## config.mk

```make
export PLATFORM = sky130hd
export DESIGN_NAME = ecs_top
export DESIGN_NICKNAME = d
export VERILOG_FILES = /design/src/design/ecs_rot_reader.v /design/src/design/ecs_top.v
export VERILOG_INCLUDE_DIRS = /design/src /design/src/design
export SDC_FILE = /design/constraint.sdc
export NUM_CORES = 1
export LEC_CHECK = 0
export ABC_AREA = 1
export BUFFER_PORTS_ARGS = -buffer_cell sky130_fd_sc_hd__buf_2
export CAP_MARGIN = 5
export CORE_UTILIZATION = 60
export CTS_BUF_LIST = sky130_fd_sc_hd__clkbuf_16
export CTS_CLUSTER_SIZE = 20
export DETAILED_ROUTE_END_ITERATION = 10
export PLACE_DENSITY = 0.85
export SETUP_SLACK_MARGIN = 0.5
export SYNTH_ARGS = -nofsm -noshare
export SYNTH_HDL_FRONTEND = slang
export SYNTH_SLANG_ARGS = --single-unit
```

## constraint.sdc

```tcl
create_clock -name aclk -period 7.9 [get_ports aclk]
set_input_delay 0.79 -clock aclk [delete_from_list [all_inputs] [get_ports aclk]]
set_output_delay 0.79 -clock aclk [all_outputs]
set_load 0.01 [all_outputs]
```

## src/design/ecs_defines.vh

```
// constants and behaviour notes for the encoder counter status block
// Notes on behaviour
// bit 0 high while target compare runs
// bit 0 stays low during range compare
// target compare runs until match, counter stop or range mode once begun
// linear mode: bit 1 flags overflow/underflow
// circular mode never sets bit 1
// linear overflow freezes count at the limit
// bit 1 cleared only by counter stop (the code also reads bit 1 as low while circular mode is set)
// phase z plus soft reset: bit 3 pulses
// reset only on z rise with reset bit
// bit 4 set on rotation read failure
// bit 5 set when rotation read finishes
// absolute modes capture signed 32-bit rotations
// pulses and flags update at refresh tick
`ifndef ECS_DEFINES_VH
`define ECS_DEFINES_VH
// ------------------------------------------------------------
// register byte offsets
// ------------------------------------------------------------
`define ECS_OFF_STATUS 8'h00
`define ECS_OFF_CTRL 8'h04
`define ECS_OFF_IRQ_STAT 8'h08
`define ECS_OFF_IRQ_MASK 8'h0C
`define ECS_OFF_COUNT 8'h10
`define ECS_OFF_ROT 8'h14
`define ECS_OFF_CMP 8'h18
`define ECS_OFF_PRESET 8'h1C
// ------------------------------------------------------------
// status word bit positions
// ------------------------------------------------------------
`define ECS_ST_TGT 0
`define ECS_ST_OVF 1
`define ECS_ST_ZRST 3
`define ECS_ST_RDERR 4
`define ECS_ST_RDDONE 5
// ------------------------------------------------------------
// control bit positions
// ------------------------------------------------------------
`define ECS_CT_START 0
`define ECS_CT_RESET 1
`define ECS_CT_CIRC 2
`define ECS_CT_ABS 3
`define ECS_CT_ZSOFT 4
`define ECS_CT_TGT 5
`define ECS_CT_RANGE 6
`define ECS_CT_SENSE 7
`define ECS_CT_PRESET 8
// ------------------------------------------------------------
// reset values and timing
// ------------------------------------------------------------
`define ECS_CTRL_RST 16'h0000
`define ECS_CLK_MHZ 125
`define ECS_REFRESH_US 1
`define ECS_REFRESH_CYC (`ECS_REFRESH_US * `ECS_CLK_MHZ)
`define ECS_ROT_TIMEOUT_US 20
`define ECS_ROT_TIMEOUT_CYC (`ECS_ROT_TIMEOUT_US * `ECS_CLK_MHZ)
`endif

```

## src/design/ecs_rot_reader.v

```verilog
// serial receiver for the absolute rotation count
`timescale 1ns/100ps
`include "ecs_defines.vh"
module ecs_rot_reader #(
	parameter TIMEOUT = `ECS_ROT_TIMEOUT_CYC
) (
	input wire aclk,
	input wire aresetn,
	input wire start,
	input wire ser_clk_en,
	input wire ser_data,
	output reg busy,
	output reg done,
	output reg err,
	output reg [31:0] value
);
	reg [31:0] shift_reg;
	reg [5:0] bits_reg;
	reg [15:0] tmo_reg;
	// ------------------------------------------------------------
	// shift 32 bits msb first, abort on timeout
	// ------------------------------------------------------------
	always @(posedge aclk) begin
		done <= 1'b0;
		err <= 1'b0;
		if (!aresetn) begin
			busy <= 1'b0;
			value <= 32'h00000000;
			shift_reg <= 32'h00000000;
			bits_reg <= 6'h00;
			tmo_reg <= 16'h0000;
		end else if (start && !busy) begin
			busy <= 1'b1;
			bits_reg <= 6'h00;
			tmo_reg <= 16'h0000;
		end else if (busy) begin
			tmo_reg <= tmo_reg + 16'h0001;
			if (ser_clk_en) begin
				shift_reg <= {shift_reg[30:0], ser_data};
				bits_reg <= bits_reg + 6'h01;
				tmo_reg <= 16'h0000; // a bit restarts the silence timer
				if (bits_reg == 6'h1F) begin
					busy <= 1'b0;
					done <= 1'b1;
					value <= {shift_reg[30:0], ser_data};
				end
			end else if (tmo_reg == TIMEOUT[15:0]) begin
				busy <= 1'b0;
				err <= 1'b1;
			end
		end
	end
endmodule

```

## src/design/ecs_top.v

```verilog
// encoder counter 1 status flags with axi4-lite registers
//
// Added by the designer: the AXI4-Lite register port and the address map.
`timescale 1ns/100ps
`include "ecs_defines.vh"
module ecs_top #(
	parameter REFRESH = `ECS_REFRESH_CYC,
	parameter ROT_TIMEOUT = `ECS_ROT_TIMEOUT_CYC
) (
	input wire aclk,
	input wire aresetn,
	input wire [7:0] s_axi_awaddr,
	input wire s_axi_awvalid,
	output wire s_axi_awready,
	input wire [31:0] s_axi_wdata,
	input wire [3:0] s_axi_wstrb,
	input wire s_axi_wvalid,
	output wire s_axi_wready,
	output reg [1:0] s_axi_bresp,
	output reg s_axi_bvalid,
	input wire s_axi_bready,
	input wire [7:0] s_axi_araddr,
	input wire s_axi_arvalid,
	output wire s_axi_arready,
	output reg [31:0] s_axi_rdata,
	output reg [1:0] s_axi_rresp,
	output reg s_axi_rvalid,
	input wire s_axi_rready,
	input wire enc_up,
	input wire enc_down,
	input wire phase_z,
	input wire ser_clk_en,
	input wire ser_data,
	output reg servo_sense_request,
	output wire irq
);
	// ------------------------------------------------------------
	// state
	// ------------------------------------------------------------
	reg [15:0] ctrl_reg;
	reg [31:0] cmp_reg;
	reg [31:0] preset_reg;
	reg [31:0] present_count;
	reg [31:0] rot_reg;
	reg [15:0] status_reg;
	reg [15:0] irq_stat_reg;
	reg [15:0] irq_mask_reg;
	reg tgt_run_reg;
	reg ovf_reg;
	reg z_prev_reg;
	reg z_pend_reg;
	reg rd_err_reg;
	reg rd_done_reg;
	reg [15:0] tick_reg;
	reg aw_got_reg;
	reg w_got_reg;
	reg [7:0] aw_addr_reg;
	reg [31:0] w_data_reg;
	reg [3:0] w_strb_reg;
	wire tick;
	wire rd_busy;
	wire rd_done;
	wire rd_err;
	wire [31:0] rd_value;
	wire wr_fire;
	wire [15:0] new_status;
	wire [15:0] events;
	reg [31:0] ctrl_wr;
	reg rd_start;
	reg [31:0] mask_wr;
	reg [31:0] clr_wr;
	reg [15:0] irq_clr;
	reg tgt_go;

	// merge byte lanes of a write into an old value
	function [31:0] merge;
		input [31:0] old;
		input [31:0] dat;
		input [3:0] strb;
		integer i;
		begin
			merge = old;
			for (i = 0; i < 4; i = i + 1) begin
				if (strb[i]) begin
					merge[i*8 +: 8] = dat[i*8 +: 8];
				end
			end
		end
	endfunction

	// ------------------------------------------------------------
	// write channel: address and data taken in either order
	// ------------------------------------------------------------
	assign s_axi_awready = !aw_got_reg && !s_axi_bvalid;
	assign s_axi_wready = !w_got_reg && !s_axi_bvalid;
	assign wr_fire = aw_got_reg && w_got_reg;

	always @(posedge aclk) begin
		if (!aresetn) begin
			aw_got_reg <= 1'b0;
			w_got_reg <= 1'b0;
			aw_addr_reg <= 8'h00;
			w_data_reg <= 32'h00000000;
			w_strb_reg <= 4'h0;
			s_axi_bvalid <= 1'b0;
			s_axi_bresp <= 2'h0;
		end else begin
			if (s_axi_awvalid && s_axi_awready) begin
				aw_got_reg <= 1'b1;
				aw_addr_reg <= s_axi_awaddr;
			end
			if (s_axi_wvalid && s_axi_wready) begin
				w_got_reg <= 1'b1;
				w_data_reg <= s_axi_wdata;
				w_strb_reg <= s_axi_wstrb;
			end
			if (wr_fire) begin
				aw_got_reg <= 1'b0;
				w_got_reg <= 1'b0;
				s_axi_bvalid <= 1'b1;
				case (aw_addr_reg)
				`ECS_OFF_CTRL, `ECS_OFF_IRQ_STAT, `ECS_OFF_IRQ_MASK,
				`ECS_OFF_CMP, `ECS_OFF_PRESET: s_axi_bresp <= 2'h0;
				default: s_axi_bresp <= 2'h2; // slverr, unmapped or ro
				endcase
			end else if (s_axi_bvalid && s_axi_bready) begin
				s_axi_bvalid <= 1'b0;
			end
		end
	end

	// ------------------------------------------------------------
	// software registers
	// ------------------------------------------------------------
	always @* begin
		ctrl_wr = merge({16'h0000, ctrl_reg}, w_data_reg, w_strb_reg);
		mask_wr = merge({16'h0000, irq_mask_reg}, w_data_reg, w_strb_reg);
		clr_wr = merge(32'h00000000, w_data_reg, w_strb_reg);
		irq_clr = 16'h0000;
		if (wr_fire && aw_addr_reg == `ECS_OFF_IRQ_STAT) begin
			irq_clr = clr_wr[15:0];
		end
		// a control write with start and target set, range clear, begins target compare once
		tgt_go = wr_fire && aw_addr_reg == `ECS_OFF_CTRL
			&& ctrl_wr[`ECS_CT_TGT] && ctrl_wr[`ECS_CT_START]
			&& !ctrl_wr[`ECS_CT_RANGE];
	end

	always @(posedge aclk) begin
		if (!aresetn) begin
			ctrl_reg <= `ECS_CTRL_RST;
			cmp_reg <= 32'h00000000;
			preset_reg <= 32'h00000000;
			irq_mask_reg <= 16'h0000;
		end else if (wr_fire) begin
			case (aw_addr_reg)
			`ECS_OFF_CTRL: ctrl_reg <= ctrl_wr[15:0];
			`ECS_OFF_CMP: cmp_reg <= merge(cmp_reg, w_data_reg, w_strb_reg);
			`ECS_OFF_PRESET:
				preset_reg <= merge(preset_reg, w_data_reg, w_strb_reg);
			`ECS_OFF_IRQ_MASK: irq_mask_reg <= mask_wr[15:0];
			default: ;
			endcase
		end
	end

	// ------------------------------------------------------------
	// read channel
	// ------------------------------------------------------------
	assign s_axi_arready = !s_axi_rvalid;

	always @(posedge aclk) begin
		if (!aresetn) begin
			s_axi_rvalid <= 1'b0;
			s_axi_rdata <= 32'h00000000;
			s_axi_rresp <= 2'h0;
		end else if (s_axi_arvalid && s_axi_arready) begin
			s_axi_rvalid <= 1'b1;
			s_axi_rresp <= 2'h0;
			case (s_axi_araddr)
			`ECS_OFF_STATUS: s_axi_rdata <= {16'h0000, status_reg};
			`ECS_OFF_CTRL: s_axi_rdata <= {16'h0000, ctrl_reg};
			`ECS_OFF_IRQ_STAT: s_axi_rdata <= {16'h0000, irq_stat_reg};
			`ECS_OFF_IRQ_MASK: s_axi_rdata <= {16'h0000, irq_mask_reg};
			`ECS_OFF_COUNT: s_axi_rdata <= present_count;
			`ECS_OFF_ROT: s_axi_rdata <= rot_reg;
			`ECS_OFF_CMP: s_axi_rdata <= cmp_reg;
			`ECS_OFF_PRESET: s_axi_rdata <= preset_reg;
			default: begin
				s_axi_rdata <= 32'h00000000;
				s_axi_rresp <= 2'h2;
			end
			endcase
		end else if (s_axi_rvalid && s_axi_rready) begin
			s_axi_rvalid <= 1'b0;
		end
	end

	// ------------------------------------------------------------
	// refresh tick
	// ------------------------------------------------------------
	assign tick = (tick_reg == REFRESH[15:0] - 16'h0001);

	always @(posedge aclk) begin
		if (!aresetn || tick) begin
			tick_reg <= 16'h0000;
		end else begin
			tick_reg <= tick_reg + 16'h0001;
		end
	end

	// ------------------------------------------------------------
	// counter core with linear clamp and phase z reset
	// ------------------------------------------------------------
	always @(posedge aclk) begin
		if (!aresetn) begin
			present_count <= 32'h00000000;
			ovf_reg <= 1'b0;
			z_prev_reg <= 1'b0;
			z_pend_reg <= 1'b0;
		end else begin
			z_prev_reg <= phase_z;
			if (tick) begin
				z_pend_reg <= 1'b0;
			end
			if (!ctrl_reg[`ECS_CT_START]) begin
				ovf_reg <= 1'b0;
			end else if (phase_z && !z_prev_reg && ctrl_reg[`ECS_CT_RESET]
				&& ctrl_reg[`ECS_CT_ZSOFT]) begin
				present_count <= 32'h00000000;
				z_pend_reg <= 1'b1;
			end else if (ctrl_reg[`ECS_CT_ABS] && rd_done) begin
				present_count <= rd_value;
			end else if (enc_up && !enc_down) begin
				if (present_count == 32'h7FFFFFFF && !ctrl_reg[`ECS_CT_CIRC]) begin
					ovf_reg <= 1'b1;
				end else if (!ovf_reg || ctrl_reg[`ECS_CT_CIRC]) begin
					present_count <= present_count + 32'h00000001;
				end
			end else if (enc_down && !enc_up) begin
				if (present_count == 32'h80000000 && !ctrl_reg[`ECS_CT_CIRC]) begin
					ovf_reg <= 1'b1;
				end else if (!ovf_reg || ctrl_reg[`ECS_CT_CIRC]) begin
					present_count <= present_count - 32'h00000001;
				end
			end
		end
	end

	// ------------------------------------------------------------
	// target comparison runs until match, start off or range mode
	// ------------------------------------------------------------
	always @(posedge aclk) begin
		if (!aresetn) begin
			tgt_run_reg <= 1'b0;
		end else if (tgt_go) begin
			tgt_run_reg <= 1'b1;
		end else if (!ctrl_reg[`ECS_CT_START] || ctrl_reg[`ECS_CT_RANGE]) begin
			tgt_run_reg <= 1'b0;
		end else if (tgt_run_reg && present_count == cmp_reg) begin
			tgt_run_reg <= 1'b0;
		end // nothing else stops it
	end

	// ------------------------------------------------------------
	// absolute rotation read, started by sense request
	// ------------------------------------------------------------
	always @* begin
		rd_start = ctrl_reg[`ECS_CT_SENSE] && ctrl_reg[`ECS_CT_ABS]
			&& !servo_sense_request;
	end

	always @(posedge aclk) begin
		if (!aresetn) begin
			servo_sense_request <= 1'b0;
			rd_err_reg <= 1'b0;
			rd_done_reg <= 1'b0;
			rot_reg <= 32'h00000000;
		end else begin
			servo_sense_request <= ctrl_reg[`ECS_CT_SENSE];
			if (rd_start) begin
				rd_err_reg <= 1'b0;
				rd_done_reg <= 1'b0;
			end
			if (rd_err) begin
				rd_err_reg <= 1'b1;
			end
			if (rd_done) begin
				rd_done_reg <= 1'b1;
				rot_reg <= rd_value;
			end
		end
	end

	ecs_rot_reader #(.TIMEOUT(ROT_TIMEOUT)) u_rot (
		.aclk(aclk),
		.aresetn(aresetn),
		.start(rd_start),
		.ser_clk_en(ser_clk_en),
		.ser_data(ser_data),
		.busy(rd_busy),
		.done(rd_done),
		.err(rd_err),
		.value(rd_value)
	);

	// ------------------------------------------------------------
	// status word sampled at each refresh
	// ------------------------------------------------------------
	assign new_status = {10'h000, rd_done_reg && !rd_busy, rd_err_reg,
		z_pend_reg || (status_reg[`ECS_ST_ZRST] && 1'b0), 1'b0,
		ovf_reg && !ctrl_reg[`ECS_CT_CIRC], tgt_run_reg};
	assign events = new_status & ~status_reg;

	always @(posedge aclk) begin
		if (!aresetn) begin
			status_reg <= 16'h0000;
		end else if (tick) begin
			status_reg <= new_status;
		end
	end

	// ------------------------------------------------------------
	// interrupt: sticky rising edges, write one to clear
	// ------------------------------------------------------------
	always @(posedge aclk) begin
		if (!aresetn) begin
			irq_stat_reg <= 16'h0000;
		end else begin
			// an event at the tick beats a clear in the same cycle
			irq_stat_reg <= (irq_stat_reg & ~irq_clr)
				| (tick ? events : 16'h0000);
		end
	end

	assign irq = |(irq_stat_reg & irq_mask_reg);
endmodule

```

==> results of run 1 <==
## cells in the final DEF (no fill, tap or decap), types with 39 or more instances in the layout
cell / count
nand2_1: 555
dfxtp_1: 373
inv_1: 364
o21ai_0: 312
nor2_1: 299
a21oi_1: 285
buf_2: 103
nand3_1: 93
o22ai_1: 48
ha_1: 40
clkbuf_16: 39
## routing by layer
metal | track usage | up-vias | part of all wire
li1 | - | 8676 | -
met1 | 0.453 | 8200 | 0.42
met2 | 0.551 | 745 | 0.46
met3 | 0.0535 | 153 | 0.082
met4 | 0.132 | 0 | 0.038
met5 | 0 | - | 0
## path summary, 6_finish.rpt
| kind | to | cells past startpoint | from |
|---|---|---|---|
| worst max-delay path | present_count[13] | 9 | u_rot.done |
| worst min register to register | irq_stat_reg[1] | 1 | status_reg[1] |
| worst max register to register | present_count[13] | 9 | u_rot.done |
| worst min-delay path | irq_stat_reg[1] | 1 | status_reg[1] |
## cells by family (layout without fill, tap and decap cells)
kind of cell	after synthesis	after routing
flops	374	374
other cells	1	2
xor+xnor	30	30
buf+inv	472	543
fa+ha+maj	41	41
compound gates	683	683
simple gates	1035	1035
## stage by stage
step / setup slack [ns] / instance area (µm²) / hold WS, ns / power, µW / instances
floorplan: 4.74 / 17900 / 0.413 / 2140 / 2637
global placement: 3.79 / 18600 / 0.426 / 2210 / 3024
detailed placement: 3.72 / 18600 / 0.436 / 2210 / 3024
CTS: 3.68 / 19800 / 0.446 / 3950 / 3092
global route: 3.11 / 19800 / 0.464 / 4060 / 3092
finish: 3.59 / 19800 / 0.450 / 3950 / 3092
## worst reg2reg max path, cell delays in order (launching register included)
cell and delay [ns]:
dfxtp_2 0.96, nand2_1 0.12, buf_4 0.31, inv_1 0.61
nor2_1 0.15, nand2_1 0.12, nand2_1 0.63, nor2_2 1.00
nand3_1 0.16, a21oi_1 0.16
## power by group
part / switching [µW] / leakage, µW / total (µW) / internal, µW
clock network: 748 / 0.000617 / 1770 / 1030
registers: 32.0 / 0.00302 / 1940 / 1910
logic: 162 / 0.00447 / 234 / 71.4
total: 942 / 0.00811 / 3950 / 3010
## cell type report
type                       instances  share of cell area
sequential                       374               0.379
tap                              384              0.0243
multi-input combinational       1791               0.437
clock buffer                      39              0.0494
clock inverter                    29              0.0116
timing repair buffer             113              0.0299
inverter                         362              0.0688
==> impl_metrics.yaml, run 1 <==
timing:
  worstMarginPinSlew_ns: 1.27
  fin_crit_sh: 0.546
  slew_headroom: 0.150
  grt_setup_unrepaired: "false"
  slew_viol_final: 0
  hold_viol: 0
  post-route-min-period_ns: 4.31
  finalClockSkew_ns: 0.0156
  fmax_mhz: 232
  setup-violations-final: 0
  setup_tns_ns: 0
global_route:
  track_usage: 0.340
  grt_pass1_wl_um: 83200
  grt_max_degree: 123
  grt-ovfl-total: 0
  grt_pass1_vias: 16298
  antenna_found_initial: 0
power_and_ir_drop:
  max-vdd-ir-drop_mv: 0.240
  power_density_nw_per_um2: 200
  p_leak_uw: 0.00811
route:
  antenna_left: 0
  num_vias: 17774
  drtIter0Drc: 2037
  drc: 0
  wl_um: 52900
  first_pass_iters: 6
  wire_per_inst_um: 17.1
  drt-vias-per-instance: 5.75
clock_tree:
  cts_resized: 0
  cts_buffers: 39
  htree_levels: 2
  cts-root-buf: "clkbuf_16"
  clock_sink_count: 374
  cts_setup_buffers: 0
  ctsHoldBuffers: 0
  clk_pin_slew_worst_paths_ns: 0.06
  cts_buffer_depth: 3
  cts_tree: "built"
  worstSkewPairLatency_ns: 0.53
synth:
  synth_cells: 2636
  synthTopCellsByCount: "nand2_1 (555), dfxtp_1 (374), inv_1 (358)"
  synth_fa_ha_area_frac: 0.0290
  synth_area_per_cell_um2: 6.80
  muxShareOfSynthArea: 0
  synth_flop_cell: "dfxtp_1"
  synth_top_cell_by_area: "dfxtp_1"
  synth_most_common_cell: "nand2_1"
  synth_area_leaders: "dfxtp_1 (42%), nand2_1 (12%), o21ai_0 (8.7%)"
  synth-edff-count: 0
  ys_types: 40
  async_reset_ff_frac: 0
  ys_ff_latch: 374
  synthesis.area_um2: 17900
  synth_top_family_by_area: "simple AND/OR/NAND/NOR gates"
  synth-xor-area-share: 0.0147
  yosys_warnings: 0
  netlist.area_leader.share: 0.418
  synth_seq_area_share: 0.418
  synth-simple-area-share: 0.237
  synth_compound_area_frac: 0.201
floorplan:
  core_um2: 29000
  die_w_um: 175
  boundaryPins: 107
  die-area_um2: 30600
  die_h_um: 175
  initial_core_util: 0.618
  row_count: 62
setup_path:
  cp_max_fo: 64
  path_class: "flip-flop to flip-flop"
  reg2reg_slack_ns: 3.59
  cp_top_family: "simple AND/OR/NAND/NOR gates"
  cp-start-kind: "flip-flop"
  end_kind: "flip-flop"
  slowest_stage: "nor2_2"
  critPathBufInv: 2
  crit_top_cell: "nand2_1"
  worstPathArrival_ns: 4.74
  worstPathRequired_ns: 8.33
  crit_chain: "nand2_1 -> buf_4 -> inv_1 -> nor2_1 -> nand2_1 -> nand2_1 -> nor2_2 -> nand3_1 -> a21oi_1"
  max_stage_delay_ns: 1.00
finish:
  insertedDiodeCount: 0
  final_nets: 2786
  area_growth_pct: 10.3
  fillers: 2516
  multi_input_area_um2: 8640
  seq_area_um2: 7490
  utilization: 0.681
  drive_above_1_share: 0.0657
outcome:
  status: "complete, no violations"
place:
  gp_congestion: 0.998
  hpwlAfterDp_um: 38300
  io_buffers: 104
job:
  cap_violations: 0
min_path:
  hold_path.class: "flip-flop to flip-flop"
No activity file was read; power rests on OpenSTA's default activity.
==> run 2, diff against run 1 <==
- ABC_AREA: 1 -> 0
- CORE_UTILIZATION: 60 -> 55
- PLACE_DENSITY: 0.85 -> 0.82
- clock period: 7.9 -> 3.9 ns (I/O delays scaled with it)
==> run 2 against run 1 <==
- clock-buffer cell count grew 1
- highest routed layer unchanged
- combinational power grew 58%
- non-clock buffer count grew 17
- register-to-register slack lost 2.6 ns
- sequential share of layout area grew 1.6 points
- via count shrank 15%
- sequential cell count is the same
- critical endpoint is now present_count[30]
- die area grew 2.9%
- worst hold slack lost 0.40 ns
- sequential power grew 100%
- global-route usage shrank 3.9 points
==> impl_metrics.yaml, run 2 <==
clock_tree:
  worstSkewPairLatency_ns: 0.54
  clk_pin_slew_worst_paths_ns: 0.06
  cts_tree: "built"
  ctsHoldBuffers: 0
  cts_buffers: 39
  cts_buffer_depth: 3
  cts_resized: 0
  cts-root-buf: "clkbuf_16"
  cts_setup_buffers: 0
  htree_levels: 2
  clock_sink_count: 374
setup_path:
  r2r_cells: 9
  cp_top_family: "compound AO/OA/AOI/OAI gates"
  max_stage_delay_ns: 0.36
  reg2reg_slack_ns: 0.95
  end_kind: "flip-flop"
  slowest_stage: "ha_1"
  path_class: "primary input to flip-flop"
  crit_start: "enc_down"
  crit_top_cell: "o31a_1"
  critPathBufInv: 4
  crit_chain: "buf_2 -> inv_12 -> ha_4 -> clkinvlp_4 -> buf_4 -> ha_1 -> nor2b_1 -> o31a_1 -> o31a_1 -> a31o_2 -> a31oi_1 -> nor3_1 -> o31a_1 -> o31ai_1"
  cp_max_fo: 22
  worstPathRequired_ns: 4.33
  worstPathArrival_ns: 3.44
  r2r_end: "present_count[30]"
  timing.rr.start: "present_count[2]"
  cp-start-kind: "primary input"
floorplan:
  row_count: 63
  initial_core_util: 0.565
  core_um2: 30000
  die_w_um: 177
  die_h_um: 177
  die-area_um2: 31500
  boundaryPins: 107
timing:
  slew_headroom: 0.145
  hold_viol: 0
  slew_viol_final: 0
  grt_setup_unrepaired: "false"
  post-route-min-period_ns: 3.00
  fin_crit_sh: 0.770
  worstMarginPinSlew_ns: 1.28
  fmax_mhz: 333
  setup-violations-final: 0
  finalClockSkew_ns: 0.0161
  setup_tns_ns: 0
  hold_slack_ns: 0.0504
global_route:
  grt_max_degree: 134
  grt_pass1_vias: 14073
  grt_pass1_wl_um: 74800
  grt-ovfl-total: 0
  antenna_found_initial: 0
  track_usage: 0.301
route:
  wl_um: 48000
  antenna_left: 0
  drtIter0Drc: 1637
  first_pass_iters: 6
  drc: 0
  drt-vias-per-instance: 6.09
  num_vias: 15173
  wire_per_inst_um: 19.3
power_and_ir_drop:
  power_density_nw_per_um2: 415
  max-vdd-ir-drop_mv: 0.375
  p_leak_uw: 0.00727
synth:
  ys_ff_latch: 374
  ys_types: 74
  synth_seq_area_share: 0.443
  synth_cells: 2011
  async_reset_ff_frac: 0
  synth_area_leaders: "dfxtp_1 (44%), nand2_1 (7.7%), mux2i_1 (6.9%)"
  synth_flop_cell: "dfxtp_1"
  yosys_warnings: 0
  synthTopCellsByCount: "dfxtp_1 (374), nand2_1 (346), nor2_1 (246)"
  synthesis.area_um2: 16900
  synth_area_per_cell_um2: 8.41
  synth_most_common_cell: "dfxtp_1"
  netlist.area_leader.share: 0.443
  synth-edff-count: 0
  synth_top_cell_by_area: "dfxtp_1"
job:
  cap_violations: 0
place:
  gp_congestion: 0.942
  hpwlAfterDp_um: 33300
  io_buffers: 104
finish:
  drive_above_1_share: 0.106
  area_growth_pct: 12.0
  final_nets: 2175
  layout_commonest_cell: "dfxtp_1"
  mostFrequentLayoutCells: "dfxtp_1 (373), nand2_1 (346), nor2_1 (244), a21oi_1 (231), mux2i_1 (116)"
  fillers: 2540
  insertedDiodeCount: 0
min_path:
  hold_path.class: "primary input to flip-flop"
  min_from: "s_axi_rready"
  min_to: "s_axi_rvalid"
  worstHoldPathCells: 2
outcome:
  status: "complete, no violations"
## run 2: cell types whose count changed in the layout (fill, tap and decap cells not counted), moves of 20 or more
| cell | delta |
|---|---|
| a31oi_1 | +20 |
| nand3_1 | -66 |
| nor2_1 | -55 |
| mux2i_1 | +116 |
| inv_1 | -338 |
| nand2_1 | -209 |
| xor2_1 | +59 |
| o21ai_0 | -256 |
| a21oi_1 | -54 |
| o22ai_1 | -48 |
| a22oi_1 | +85 |
## run 2: cell families (layout without fill, tap and decap cells)
| group | after synthesis | count (layout) | share of synthesized area |
|---|---|---|---|
| simple gates | 759 | 759 | 0.196 |
| compound gates | 496 | 496 | 0.182 |
| flops | 374 | 374 | 0.443 |
| buf+inv | 138 | 226 | 0.0354 |
| mux | 116 | 116 | 0.0686 |
| xor+xnor | 86 | 86 | 0.0445 |
| fa+ha+maj | 41 | 41 | 0.0308 |
| other cells | 1 | 2 | 0.000222 |
## run 2: metal layers
metal  vias up  GRT usage  wire length, µm
met5         -          0                0
met4         0      0.124             1860
met3       138     0.0570             4210
met2       712      0.491            22500
met1      7140      0.390            19400
li1       7183          -                -
## run 2: worst max path at each step
stage,endpoint,depth (start not counted),slack [ns]
final,present_count[30],14,0.90
after global routing,present_count[30],14,0.71
after CTS,present_count[30],14,0.93
after detailed placement,present_count[30],14,0.39
after global placement,present_count[20],14,0.50
after floorplan,present_count[31],14,0.43
## run 2: metrics by stage
stage	utilization	setup slack, ns	cell area, µm²	cells	power, µW
floorplan	-	0.435	17000	2012	4230
global placement	0.592	0.496	17700	2419	4340
detailed placement	0.592	0.387	17700	2419	4360
CTS	0.633	0.928	18900	2490	7890
global route	0.633	0.709	18900	2490	8110
finish	0.633	0.895	18900	2490	7870
## run 2: layout make-up
cell class	count	area [µm²]	share of cell area
Multi-Input combinational cell	1500	8900	0.470
Sequential cell	374	7490	0.395
Clock buffer	40	1000	0.0528
Timing Repair Buffer	130	728	0.0384
Tap cell	390	488	0.0258
Clock inverter	31	223	0.0118
Inverter	25	118	0.00621
## run 2: worst register-to-register path: stages (launching register included)
cell and delay (ns):
dfxtp_1 0.56, ha_1 0.35, nor2b_1 0.17, o31a_1 0.28, o31a_1 0.32, a31o_2 0.28
a31oi_1 0.28, nor3_1 0.12, o31a_1 0.29, o31ai_1 0.20
## run 2: power by group
group	switching [µW]	internal (µW)
Sequential	50.2	3860
Clock	1530	2060
Combinational	245	125
Total	1820	6050
